==> config.mk <==
export PLATFORM = sky130hd
export DESIGN_NAME = flash_self_program_guard
export DESIGN_NICKNAME = d
export VERILOG_FILES = /design/src/verilog/flash_guard_pkg.sv /design/src/verilog/flash_self_program_guard.sv /design/src/verilog/region_decode.sv /design/src/verilog/lock_cell.sv
export VERILOG_INCLUDE_DIRS = /design/src /design/src/verilog
export SDC_FILE = /design/constraint.sdc
export NUM_CORES = 1
export LEC_CHECK = 0
export ABC_CLOCK_PERIOD_IN_PS = 3340
export BUFFER_PORTS_ARGS = -buffer_cell sky130_fd_sc_hd__buf_2
export CORE_ASPECT_RATIO = 1.2
export CORE_MARGIN = 3
export CORE_UTILIZATION = 45
export DETAILED_ROUTE_END_ITERATION = 16
export PLACE_DENSITY = 0.78
export SETUP_SLACK_MARGIN = 0.1
export SLEW_MARGIN = 25
export SYNTH_ARGS = -nofsm -noshare
export SYNTH_HDL_FRONTEND = slang
export SYNTH_HIERARCHICAL = 1
export SYNTH_SLANG_ARGS = --single-unit
==> constraint.sdc <==
create_clock -name CORE_CLK_I -period 3.34 [get_ports CORE_CLK_I]
set_input_delay 0 -clock CORE_CLK_I [delete_from_list [all_inputs] [get_ports CORE_CLK_I]]
set_output_delay 0 -clock CORE_CLK_I [all_outputs]
set_load 0.01 [all_outputs]
==> src/verilog/flash_guard_map.svh <==
// Purpose: offsets, field positions, reset values and timing counts
// Assumes: word-addressed flash, 32-bit wishbone register words
// Notes: included by the design files only
`ifndef FLASH_GUARD_MAP_SVH
`define FLASH_GUARD_MAP_SVH

// register byte offsets
`define FG_CTRL_OFS 8'h00
`define FG_STATUS_OFS 8'h04
`define FG_LOCK_OFS 8'h08
`define FG_FUSE_OFS 8'h0C

// ctrl fields
`define FG_CTRL_CLR_BUSY 0
`define FG_CTRL_IVEC_BOOT 1
// status fields
`define FG_ST_BUSY 0
`define FG_ST_HALT 1
`define FG_ST_ACTIVE 2
`define FG_ST_REFUSED 3
// lock fields: app write, app read, boot write, boot read
`define FG_LK_APP_W 0
`define FG_LK_APP_R 1
`define FG_LK_BOOT_W 2
`define FG_LK_BOOT_R 3
`define FG_LK_SET 4

// lock bits unprogrammed after reset and chip erase
`define FG_LOCK_RESET 4'hF

// default programming time, in us, and derived cycle count
`define FG_PROG_TIME_US 4
`define FG_CLK_MHZ 200
`define FG_PROG_CYCLES (`FG_PROG_TIME_US * `FG_CLK_MHZ)

`endif

==> src/verilog/flash_guard_pkg.sv <==
// Purpose: shared types for the flash self-program guard
// Assumes: nothing beyond the map header
// Notes: constants stay in the map header
package flash_guard_pkg;

   typedef struct packed {
      logic app_write_lock;
      logic app_read_lock;
      logic boot_write_lock;
      logic boot_read_lock;
   } lock_set_type;

   typedef enum logic [1:0] {
      OP_NONE,
      OP_ERASE,
      OP_WRITE
   } prog_op_type;

   typedef enum {
      ST_IDLE,
      ST_PROG,
      ST_DONE
   } prog_state_type;

endpackage

==> src/verilog/flash_self_program_guard.sv <==
// Purpose: access control and stall logic for flash self-programming
// Assumes: cpu gives pc and target address with each request
// Notes: lock bits return to unprogrammed on reset as well as on chip erase
// How it works
// - stores fetched from application region are ignored
// - stores from boot region may target any flash page
// - concurrent region programming leaves cpu running on stall region
// - stall region programming halts cpu; no flash reads allowed
// - busy flag reads one while concurrent region is blocked
// - busy flag and block stay until software clears them
// - boot region always lies inside the stall region
// - boot boundary from fuses; stall boundary fixed
// - locks programmed by software or programmer; chip erase restores
// - general write lock does not affect self-programming stores
// - general read/write lock never restricts loads or stores
// - both app locks unprogrammed allow full access to application
// - app write lock programmed refuses stores to application
// - app read lock blocks boot-run loads from application
// - app read lock with boot vectors masks interrupts in app code
// - both boot locks unprogrammed allow full access to boot region
// - boot write lock programmed refuses stores to boot region
// - boot read lock blocks app-run loads from boot region
// - boot read lock with app vectors masks interrupts in boot code
`timescale 1ns/100ps
`include "flash_guard_map.svh"
module flash_self_program_guard #(
   parameter int ADDR_W = 15,
   parameter int STALL_REGION_WORDS = 4096,
   parameter int BOOT_MIN_WORDS = 512,
   parameter int PROG_CYCLES = `FG_PROG_CYCLES
) (
   input wire logic CORE_CLK_I,
   input wire logic RST_I,
   // wishbone classic slave
   input wire logic CYC_I,
   input wire logic STB_I,
   input wire logic WE_I,
   input wire logic [7:0] ADR_I,
   input wire logic [3:0] SEL_I,
   input wire logic [31:0] DAT_I,
   output logic [31:0] DAT_O,
   output logic ACK_O,
   // cpu request side
   input wire logic [ADDR_W-1:0] PC_I,
   input wire logic STORE_REQ_I,
   input wire logic STORE_ERASE_I,
   input wire logic [ADDR_W-1:0] STORE_ADDR_I,
   input wire logic LOAD_REQ_I,
   input wire logic [ADDR_W-1:0] LOAD_ADDR_I,
   output logic LOAD_ALLOW_O,
   output logic CPU_HALT_O,
   output logic IRQ_MASK_O,
   // flash array side
   output logic FLASH_START_O,
   output logic FLASH_ERASE_O,
   output logic [ADDR_W-1:0] FLASH_ADDR_O,
   input wire logic FLASH_DONE_I,
   // fuses, general lock mode, chip erase and external lock programming
   input wire logic [1:0] BOOT_SIZE_FUSES_I,
   input wire logic [1:0] GENERAL_LOCK_MODE_I,
   input wire logic CHIP_ERASE_I,
   input wire logic [3:0] EXT_LOCK_PROGRAM_I
);

   flash_guard_pkg::prog_state_type state;
   flash_guard_pkg::prog_state_type next_state;
   flash_guard_pkg::lock_set_type locks;
   logic busy;
   logic in_stall_op;
   logic ivec_boot;
   logic refused;
   logic [ADDR_W-1:0] op_addr;
   logic op_erase;
   logic [15:0] timer;

   wire logic pc_boot;
   wire logic pc_stall;
   wire logic st_boot;
   wire logic st_stall;
   wire logic ld_boot;
   wire logic ld_stall;
   wire logic store_write_ok;
   wire logic store_go;
   wire logic store_refuse;
   wire logic load_lock_ok;
   wire logic op_finish;
   wire logic [3:0] lock_vec;
   wire logic [3:0] sw_lock_prog;

   region_decode #(
      .ADDR_W(ADDR_W),
      .STALL_REGION_WORDS(STALL_REGION_WORDS),
      .BOOT_MIN_WORDS(BOOT_MIN_WORDS)
   ) u_pc_dec (
      .addr_i(PC_I),
      .boot_size_fuses_i(BOOT_SIZE_FUSES_I),
      .in_boot_o(pc_boot),
      .in_stall_o(pc_stall)
   );

   region_decode #(
      .ADDR_W(ADDR_W),
      .STALL_REGION_WORDS(STALL_REGION_WORDS),
      .BOOT_MIN_WORDS(BOOT_MIN_WORDS)
   ) u_st_dec (
      .addr_i(STORE_ADDR_I),
      .boot_size_fuses_i(BOOT_SIZE_FUSES_I),
      .in_boot_o(st_boot),
      .in_stall_o(st_stall)
   );

   region_decode #(
      .ADDR_W(ADDR_W),
      .STALL_REGION_WORDS(STALL_REGION_WORDS),
      .BOOT_MIN_WORDS(BOOT_MIN_WORDS)
   ) u_ld_dec (
      .addr_i(LOAD_ADDR_I),
      .boot_size_fuses_i(BOOT_SIZE_FUSES_I),
      .in_boot_o(ld_boot),
      .in_stall_o(ld_stall)
   );

   // ---------------- register bus ----------------
   wire logic bus_req;
   wire logic bus_wr;
   wire logic wr_ctrl;
   wire logic wr_lock;
   wire logic [31:0] rd_mux;

   assign bus_req = CYC_I & STB_I & ~ACK_O;
   assign bus_wr = bus_req & WE_I & SEL_I[0];
   assign wr_ctrl = bus_wr & (ADR_I == `FG_CTRL_OFS);
   assign wr_lock = bus_wr & (ADR_I == `FG_LOCK_OFS);

   // with FG_LK_SET high, writing zero to a lock field programs it; one leaves it alone
   assign sw_lock_prog = {4{wr_lock & DAT_I[`FG_LK_SET]}} &
      ~DAT_I[3:0];

   assign rd_mux =
      (ADR_I == `FG_CTRL_OFS) ?
         {30'h0, ivec_boot, 1'b0} :
      (ADR_I == `FG_STATUS_OFS) ?
         {28'h0, refused, (state == flash_guard_pkg::ST_PROG),
          CPU_HALT_O, busy} :
      (ADR_I == `FG_LOCK_OFS) ? {28'h0, lock_vec} :
      (ADR_I == `FG_FUSE_OFS) ? {30'h0, BOOT_SIZE_FUSES_I} :
      32'h0;

   always_ff @(posedge CORE_CLK_I) begin
      if (RST_I) begin
         ACK_O <= 1'b0;
         DAT_O <= 32'h0;
      end else begin
         ACK_O <= bus_req;
         DAT_O <= bus_req ? rd_mux : 32'h0;
      end
   end

   always_ff @(posedge CORE_CLK_I) begin
      if (RST_I)
         ivec_boot <= 1'b0;
      else if (wr_ctrl)
         ivec_boot <= DAT_I[`FG_CTRL_IVEC_BOOT];
   end

   // ---------------- lock bits ----------------
   genvar gi;
   generate
      for (gi = 0; gi < 4; gi++) begin : g_lock
         lock_cell u_cell (
            .clk_i(CORE_CLK_I),
            .rst_i(RST_I),
            .program_i(sw_lock_prog[gi] | EXT_LOCK_PROGRAM_I[gi]),
            .chip_erase_i(CHIP_ERASE_I),
            .value_o(lock_vec[gi])
         );
      end
   endgenerate

   assign locks.app_write_lock = lock_vec[`FG_LK_APP_W];
   assign locks.app_read_lock = lock_vec[`FG_LK_APP_R];
   assign locks.boot_write_lock = lock_vec[`FG_LK_BOOT_W];
   assign locks.boot_read_lock = lock_vec[`FG_LK_BOOT_R];

   // ---------------- store checks ----------------
   // general lock mode is deliberately not consulted here
   assign store_write_ok = st_boot ? locks.boot_write_lock
      : locks.app_write_lock;
   // only boot-resident code may start programming, anywhere in flash
   assign store_go = STORE_REQ_I & pc_boot & store_write_ok &
      (state == flash_guard_pkg::ST_IDLE);
   assign store_refuse = STORE_REQ_I & ~store_go;

   // ---------------- programming sequence ----------------
   assign op_finish = FLASH_DONE_I | (timer == 16'h0001);

   always_comb begin
      next_state = state;
      unique case (state)
         flash_guard_pkg::ST_IDLE:
            if (store_go)
               next_state = flash_guard_pkg::ST_PROG;
         flash_guard_pkg::ST_PROG:
            if (op_finish)
               next_state = flash_guard_pkg::ST_DONE;
         flash_guard_pkg::ST_DONE:
            next_state = flash_guard_pkg::ST_IDLE;
      endcase
   end

   always_ff @(posedge CORE_CLK_I) begin
      if (RST_I) begin
         state <= flash_guard_pkg::ST_IDLE;
         op_addr <= '0;
         op_erase <= 1'b0;
         in_stall_op <= 1'b0;
         timer <= 16'h0000;
      end else begin
         state <= next_state;
         if (store_go) begin
            op_addr <= STORE_ADDR_I;
            op_erase <= STORE_ERASE_I;
            in_stall_op <= st_stall;
            timer <= 16'(PROG_CYCLES);
         end else if (timer != 16'h0000) begin
            timer <= timer - 16'h0001;
         end
      end
   end

   // ---------------- busy flag ----------------
   // set wins over a same-cycle software clear
   always_ff @(posedge CORE_CLK_I) begin
      if (RST_I)
         busy <= 1'b0;
      else if (store_go & ~st_stall)
         busy <= 1'b1;
      else if (wr_ctrl & DAT_I[`FG_CTRL_CLR_BUSY] &
               (state == flash_guard_pkg::ST_IDLE))
         busy <= 1'b0;
   end

   always_ff @(posedge CORE_CLK_I) begin
      if (RST_I)
         refused <= 1'b0;
      else if (store_refuse)
         refused <= 1'b1;
      else if (wr_ctrl & DAT_I[`FG_CTRL_CLR_BUSY])
         refused <= 1'b0;
   end

   // ---------------- outputs ----------------
   always_ff @(posedge CORE_CLK_I) begin
      if (RST_I) begin
         FLASH_START_O <= 1'b0;
         FLASH_ERASE_O <= 1'b0;
         FLASH_ADDR_O <= '0;
      end else begin
         FLASH_START_O <= store_go;
         FLASH_ERASE_O <= store_go & STORE_ERASE_I;
         FLASH_ADDR_O <= store_go ? STORE_ADDR_I : op_addr;
      end
   end

   assign CPU_HALT_O = (state == flash_guard_pkg::ST_PROG) &
      in_stall_op;

   // cross-region read locks, then region availability
   assign load_lock_ok =
      (pc_boot & ~ld_boot) ? locks.app_read_lock :
      (~pc_boot & ld_boot) ? locks.boot_read_lock :
      1'b1;
   // concurrent region readable only while not blocked
   assign LOAD_ALLOW_O = LOAD_REQ_I & load_lock_ok & ~CPU_HALT_O &
      (ld_stall | ~busy);

   assign IRQ_MASK_O =
      (~pc_boot & ~locks.app_read_lock & ivec_boot) |
      (pc_boot & ~locks.boot_read_lock & ~ivec_boot);

   wire logic unused_ok;
   assign unused_ok = &{1'b0, GENERAL_LOCK_MODE_I, pc_stall, op_erase,
      SEL_I[3:1], DAT_I[31:5]};
endmodule

==> src/verilog/region_decode.sv <==
// Purpose: classifies one flash word address into its regions
// Assumes: boot region sits at the top of flash
// Notes: boot size comes from the fuse code, largest at code 0
`timescale 1ns/100ps
module region_decode #(
   parameter int ADDR_W = 15,
   parameter int STALL_REGION_WORDS = 4096,
   parameter int BOOT_MIN_WORDS = 512
) (
   input wire logic [ADDR_W-1:0] addr_i,
   input wire logic [1:0] boot_size_fuses_i,
   output logic in_boot_o,
   output logic in_stall_o
);
   localparam int FLASH_WORDS = 1 << ADDR_W;
   localparam logic [ADDR_W-1:0] STALL_REGION_BASE =
      ADDR_W'(FLASH_WORDS - STALL_REGION_WORDS);

   wire logic [ADDR_W:0] boot_words;
   wire logic [ADDR_W-1:0] boot_base;
   wire logic [ADDR_W-1:0] clamped_base;

   // code 3 smallest, each lower code doubles
   assign boot_words = (ADDR_W+1)'(BOOT_MIN_WORDS)
      << (2'h3 - boot_size_fuses_i);
   assign boot_base = ADDR_W'((ADDR_W+1)'(FLASH_WORDS) - boot_words);
   // never let boot reach below the fixed stall boundary
   assign clamped_base = (boot_base < STALL_REGION_BASE) ? STALL_REGION_BASE :
      boot_base;
   assign in_boot_o = (addr_i >= clamped_base);
   assign in_stall_o = (addr_i >= STALL_REGION_BASE);
endmodule

==> src/verilog/lock_cell.sv <==
// Purpose: one lock bit, programmable to zero, restored by chip erase
// Assumes: programming only lowers the bit
// Notes: one instance per lock bit
`timescale 1ns/100ps
module lock_cell (
   input wire logic clk_i,
   input wire logic rst_i,
   input wire logic program_i,
   input wire logic chip_erase_i,
   output logic value_o
);
   always_ff @(posedge clk_i) begin
      if (rst_i)
         value_o <= 1'b1;
      else if (chip_erase_i)
         value_o <= 1'b1;
      else if (program_i)
         value_o <= 1'b0;
   end
endmodule

==> impl_metrics.py, run 1 <==
metrics = {
    "outcome": {
        "outcome": "finished clean",
    },
    "setup_path": {
        "crit_type": "reg -> reg",
        "arrival_ps": 2730,
        "endpoint": "timer[9]",
        "timing.rr.end": "timer[9]",
        "worstPathCellList": "inv_1 -> ha_1 -> or4b_2 -> o211ai_1 -> o21ai_0 -> a31oi_1",
        "r2r-start": "timer[0]",
        "path_max_fanout": 15,
        "critPathRequiredTime_ps": 3570,
        "slowest_stage": "o211ai_1",
        "critical_path.startpoint": "timer[0]",
        "r2r_slack_ps": 840,
        "cp-end-kind": "register",
        "slowest_delay_ps": 750,
        "r2r_cells": 6,
        "critPathLaunchType": "register",
    },
    "cts": {
        "htreeDepth": 2,
        "clock-root-buffer": "clkbuf_8",
        "post-cts-setup-buffers": 0,
        "cts_tree": "yes",
        "clk_latency_ps": 300,
        "cts_inserted_buffers": 5,
        "cts_num_sinks": 48,
        "clockBufferDepth": 2,
        "clkTransAtPathRegs_ps": 90,
        "hold_buffers": 23,
        "ctsResizeCount": 0,
    },
    "pwr": {
        "ir_worst_vdd_uv": 408.2,
        "p_per_area_mw_per_mm2": 576.2,
        "total_power_mw": 2.153,
        "cellLeakagePower_nw": 1.747,
    },
    "synth": {
        "synthCells": 362,
        "synth_warnings": 6,
        "synth.cell_area_mm2": 0.002940,
        "syn_area_per_cell_um2": 8.122,
    },
    "global_route": {
        "grt-ovfl-total": 0,
        "antenna_found_initial": 0,
        "grt_pass1_vias": 2695,
        "grt_pass1_wl_um": 11800,
        "grt_use_total_pct": 19.27,
        "grt_max_degree": 32,
    },
    "timing": {
        "slew_headroom_pct": 39.03,
        "setup_tns_ps": 0,
        "hold_ws_ps": 2.613,
        "max_freq_mhz": 400.6,
        "setup_viol": 0,
        "finalHoldViolCount": 0,
        "worst_slew_pin_slew_ps": 910.5,
        "fin_ws_ps": 843.5,
        "rsz0062_at_grt": "false",
        "fin_skew_ps": 6.820,
        "drv_slew": 0,
        "period_needed_ps": 2496,
        "period_share_pct": 74.74,
    },
    "layout": {
        "fillers": 540,
        "drive_gt1_share_pct": 26.03,
        "antenna_cells": 0,
        "nets": 613,
        "multi_input_area_mm2": 0.001782,
        "seq_area_um2": 960.9,
        "synthToLayoutAreaGrowth_pct": 27.06,
    },
    "route": {
        "drc": 0,
        "vias_per_cell": 5.194,
        "initialDrtViolationCount": 115,
        "vias": 2940,
        "wl_um": 7500,
        "wl_per_cell_um": 13.25,
        "dr.pass1.iters": 4,
        "ant_nets": 0,
    },
    "floorplanning": {
        "fp.dieArea_mm2": 0.007544,
        "rows": 31,
        "fp.coreArea_mm2": 0.006167,
        "ioPinCount": 160,
        "fp.dieW_um": 79.79,
        "initial_core_util_pct": 47.68,
        "die_h_um": 94.55,
    },
    "worst_hold_path": {
        "hold_path_class": "in -> reg",
    },
    "place": {
        "io_buffer_count": 99,
        "pre_cts_slack_ps": 688.6,
        "dp_hpwl_um": 5552,
        "finalWeightedCongestion": 0.7889,
    },
    "flow_run": {
        "maxCapViolations": 0,
    },
}
## worst min-delay path by stage
stage | from | to | slack, ps | cells past startpoint
CTS | DAT_I[3] | g_lock[3].u_cell/value_o | 3 | 3
global placement | STORE_ERASE_I | FLASH_ERASE_O | 240 | 2
finish | STB_I | ACK_O | 3 | 3
global route | DAT_I[3] | g_lock[3].u_cell/value_o | 7 | 3
detailed placement | STORE_ERASE_I | FLASH_ERASE_O | 240 | 2
floorplan | RST_I | g_lock[0].u_cell/value_o | 100 | 2
## per-layer routing
| layer | share of wire (%) | wire (um) | up-vias | track usage, % |
|---|---|---|---|---|
| met2 | 52 | 3871 | 101 | 35.52 |
| met4 | 2.4 | 180 | 0 | 6.901 |
| met5 | 0 | 0 | - | 0 |
| met1 | 38 | 2832 | 1350 | 21.76 |
| met3 | 8.2 | 616 | 16 | 3.912 |
| li1 | - | - | 1473 | - |
## state kept, by name, summed over array words and instances, names as in the netlist, 2 cells and up
signal                 cells
g_lock.u_cell/value_o      4
timer                     16
FLASH_ADDR_O              15
state                      2
DAT_O                      4
## cells in the final DEF (no fill, tap or decap), drive strengths merged, types with 6 or more instances in the layout
cell,n
nand2,47
o21ai,18
o21a,6
nor2,25
dlygate4sd3,23
or4,15
or3,7
conb,34
nor3,9
clkbuf,6
nor4,7
dfxtp,48
o31ai,8
ha,23
nand2b,7
and4b,6
a21oi,29
inv,14
buf,101
and3,6
## where the power goes
group	switching [mW]	total (mW)	leakage [nW]	internal [mW]
combinational	0.557	0.979	1.31	0.421
sequential	0.116	0.808	0.392	0.692
clock	0.198	0.366	0.0434	0.168
## worst max-delay path, delay by kind of cell (launching register included)
| family | cells | cell delay, ps |
|---|---|---|
| adder cells (fa/ha/maj) | 1 | 180 |
| AND/OR/NAND/NOR | 1 | 610 |
| buffers and inverters | 1 | 100 |
| flip-flops | 1 | 360 |
| AO/OA/AOI/OAI | 3 | 1170 |
## final cells by class
class,instances,area share [%]
multi-input combinational,290,47.69
sequential,48,25.72
timing repair buffer,124,19.83
tap,82,2.746
clock buffer,6,2.210
inverter,14,1.407
clock inverter,2,0.4019
## metrics by stage
step           area (um2)  util (%)  cells
2_1_floorplan        3053         -    392
6_report             3736     60.58    566
4_1_cts              3736     60.58    566
3_3_place_gp         3408     55.26    535
3_5_place_dp         3408     55.26    535
5_1_grt              3736     60.58    566
Note: power is estimated with default switching activity, not from simulation.
==> run 2, diff against run 1 <==
- ABC_CLOCK_PERIOD_IN_PS: 3340 -> 2100
- CORE_UTILIZATION: 45 -> 41
- PLACE_DENSITY: 0.78 -> 0.74
- clock period: 3.34 -> 2.1 ns (I/O delays scaled with it)
==> impl_metrics.py, run 2 (synthesized netlist as in run 1, its figures left out) <==
metrics = {
    "global_route": {
        "grtUsageMet3_pct": 4.264,
        "antenna_found_initial": 0,
        "top_usage_layer": "met2",
        "grt_max_degree": 31,
        "grt-ovfl-total": 0,
        "grt_pass1_vias": 3046,
        "grt_use_met2_pct": 37.28,
        "grt_use_total_pct": 19.93,
        "grt_pass1_wl_um": 13630,
        "grt_util_met1_pct": 22.30,
    },
    "setup_path": {
        "path_max_fanout": 5,
        "r2r-start": "timer[4]",
        "critPathBufInv": 1,
        "crit_type": "reg -> reg",
        "cp_top_family": "simple AND/OR/NAND/NOR gates",
        "arrival_ps": 2230,
        "critical_path.startpoint": "timer[4]",
        "critPathLaunchType": "register",
        "worstPathCellList": "or4_4 -> buf_4 -> or4_1 -> o21ai_0 -> a21oi_1",
        "cp-end-kind": "register",
        "timing.rr.end": "timer[2]",
        "slowest_delay_ps": 570,
        "r2r_cells": 5,
        "critPathRequiredTime_ps": 2290,
        "r2r_slack_ps": 70,
        "slowest_stage": "or4_1",
    },
    "route": {
        "vias_per_cell": 5.214,
        "vias": 3113,
        "dr.pass1.iters": 4,
        "wl_um": 8871,
        "ant_nets": 0,
        "initialDrtViolationCount": 121,
        "drc": 0,
        "wl_per_cell_um": 14.86,
    },
    "layout": {
        "final_cell_mix": "97 x buf_2, 45 x dfxtp_1, 45 x nand2_1",
        "top_register": "timer",
        "nets": 639,
        "mostFrequentLayoutCell": "buf_2",
        "largest_reg_flops": 16,
        "antenna_cells": 0,
        "drive_gt1_share_pct": 36.86,
        "synthToLayoutAreaGrowth_pct": 44.08,
        "reg_top3": "timer (16), FLASH_ADDR_O (15)",
    },
    "place": {
        "dp_hpwl_um": 6100,
        "finalWeightedCongestion": 0.9212,
        "pre_cts_slack_ps": -275.7,
        "io_buffer_count": 99,
    },
    "floorplanning": {
        "fp.coreArea_mm2": 0.006895,
        "fp.dieArea_mm2": 0.008228,
        "die_h_um": 98.77,
        "ioPinCount": 160,
        "rows": 33,
        "initial_core_util_pct": 42.64,
        "fp.dieW_um": 83.31,
    },
    "timing": {
        "finalHoldViolCount": 0,
        "setup_viol": 0,
        "period_share_pct": 96.88,
        "fin_skew_ps": 11.90,
        "max_freq_mhz": 491.5,
        "fin_ws_ps": 65.59,
        "setup_tns_ps": 0,
        "period_needed_ps": 2034,
        "hold_ws_ps": 7.042,
        "rsz0062_at_grt": "true",
        "drv_slew": 0,
    },
    "cts": {
        "clkTransAtPathRegs_ps": 100,
        "cts_inserted_buffers": 5,
        "cts_num_sinks": 48,
        "cts_tree": "yes",
        "htreeDepth": 2,
        "clockBufferDepth": 2,
        "clock-root-buffer": "clkbuf_8",
        "clk_latency_ps": 310,
    },
    "worst_hold_path": {
        "hold_path_class": "in -> reg",
        "worstHoldPathCells": 3,
        "min-delay-start": "ADR_I[3]",
        "hold_path_end": "DAT_O[0]",
    },
    "pwr": {
        "ir_worst_vdd_uv": 707.7,
        "cellLeakagePower_nw": 1.948,
        "total_power_mw": 4.342,
        "p_per_area_mw_per_mm2": 1025,
    },
    "outcome": {
        "outcome": "finished clean",
    },
    "flow_run": {
        "maxCapViolations": 0,
    },
}
## run 2: cell count changes in the layout (fill, tap and decap cells not counted), moves of 3 or more
cell     before  now
buf_4         2   23
or4_1        15    9
or4_4         0    6
ha_1         23   18
ha_4          0    5
buf_6         0    4
a21oi_1      29   26
dfxtp_1      48   45
nor4_1        4    1
nor4_2        3    6
## run 2: layer usage
| layer | part of all wire (%) | vias up |
|---|---|---|
| li1 | - | 1530 |
| met1 | 38 | 1457 |
| met2 | 54 | 107 |
| met3 | 5.6 | 19 |
| met4 | 2.1 | 0 |
| met5 | 0 | - |
## run 2: where the power goes
group / internal (mW) / leakage [nW] / switching, mW
Combinational: 1.15 / 1.49 / 1.20
Sequential: 1.11 / 0.393 / 0.160
Clock: 0.390 / 0.0614 / 0.330
Total: 2.65 / 1.95 / 1.69
## run 2: layout make-up
| type | instances | area [um2] |
|---|---|---|
| tap | 87 | 108.9 |
| clock buffer | 6 | 82.58 |
| sequential | 48 | 967.2 |
| multi-input combinational | 291 | 2028 |
| clock inverter | 2 | 38.79 |
| timing repair buffer | 149 | 958.4 |
| fill | 595 | 2659 |
| inverter | 14 | 52.55 |
## run 2: worst register-to-register path, cell delays in order, from the launching register on
cell	delay [ps]
dfxtp_2	330
or4_4	540
buf_4	160
or4_1	570
o21ai_0	210
a21oi_1	110
## run 2: what timing repair did
item                       4_1_cts  5_1_grt
cloned                           1        1
hold buffers                    24        0
buffers inserted                 1        2
resized for setup               21       30
pin swaps                       13       17
hold endpoints to repair        22        0
setup endpoints to repair       11       35
## run 2: worst max path at each step
stage	slack [ps]	endpoint	depth (start not counted)
2_1_floorplan	40	FLASH_ADDR_O[11]	13
6_report	70	timer[2]	5
3_5_place_dp	-280	state[0]	12
4_1_cts	30	state[0]	4
5_1_grt	-30	timer[2]	5
3_3_place_gp	-190	state[0]	12
## run 2: through the flow
stage	instances	util [%]	area, um2
floorplan	392	-	3120
global placement	560	52.37	3611
detailed placement	560	52.37	3611
CTS	594	59.10	4075
global route	597	61.44	4237
finish	597	61.44	4237
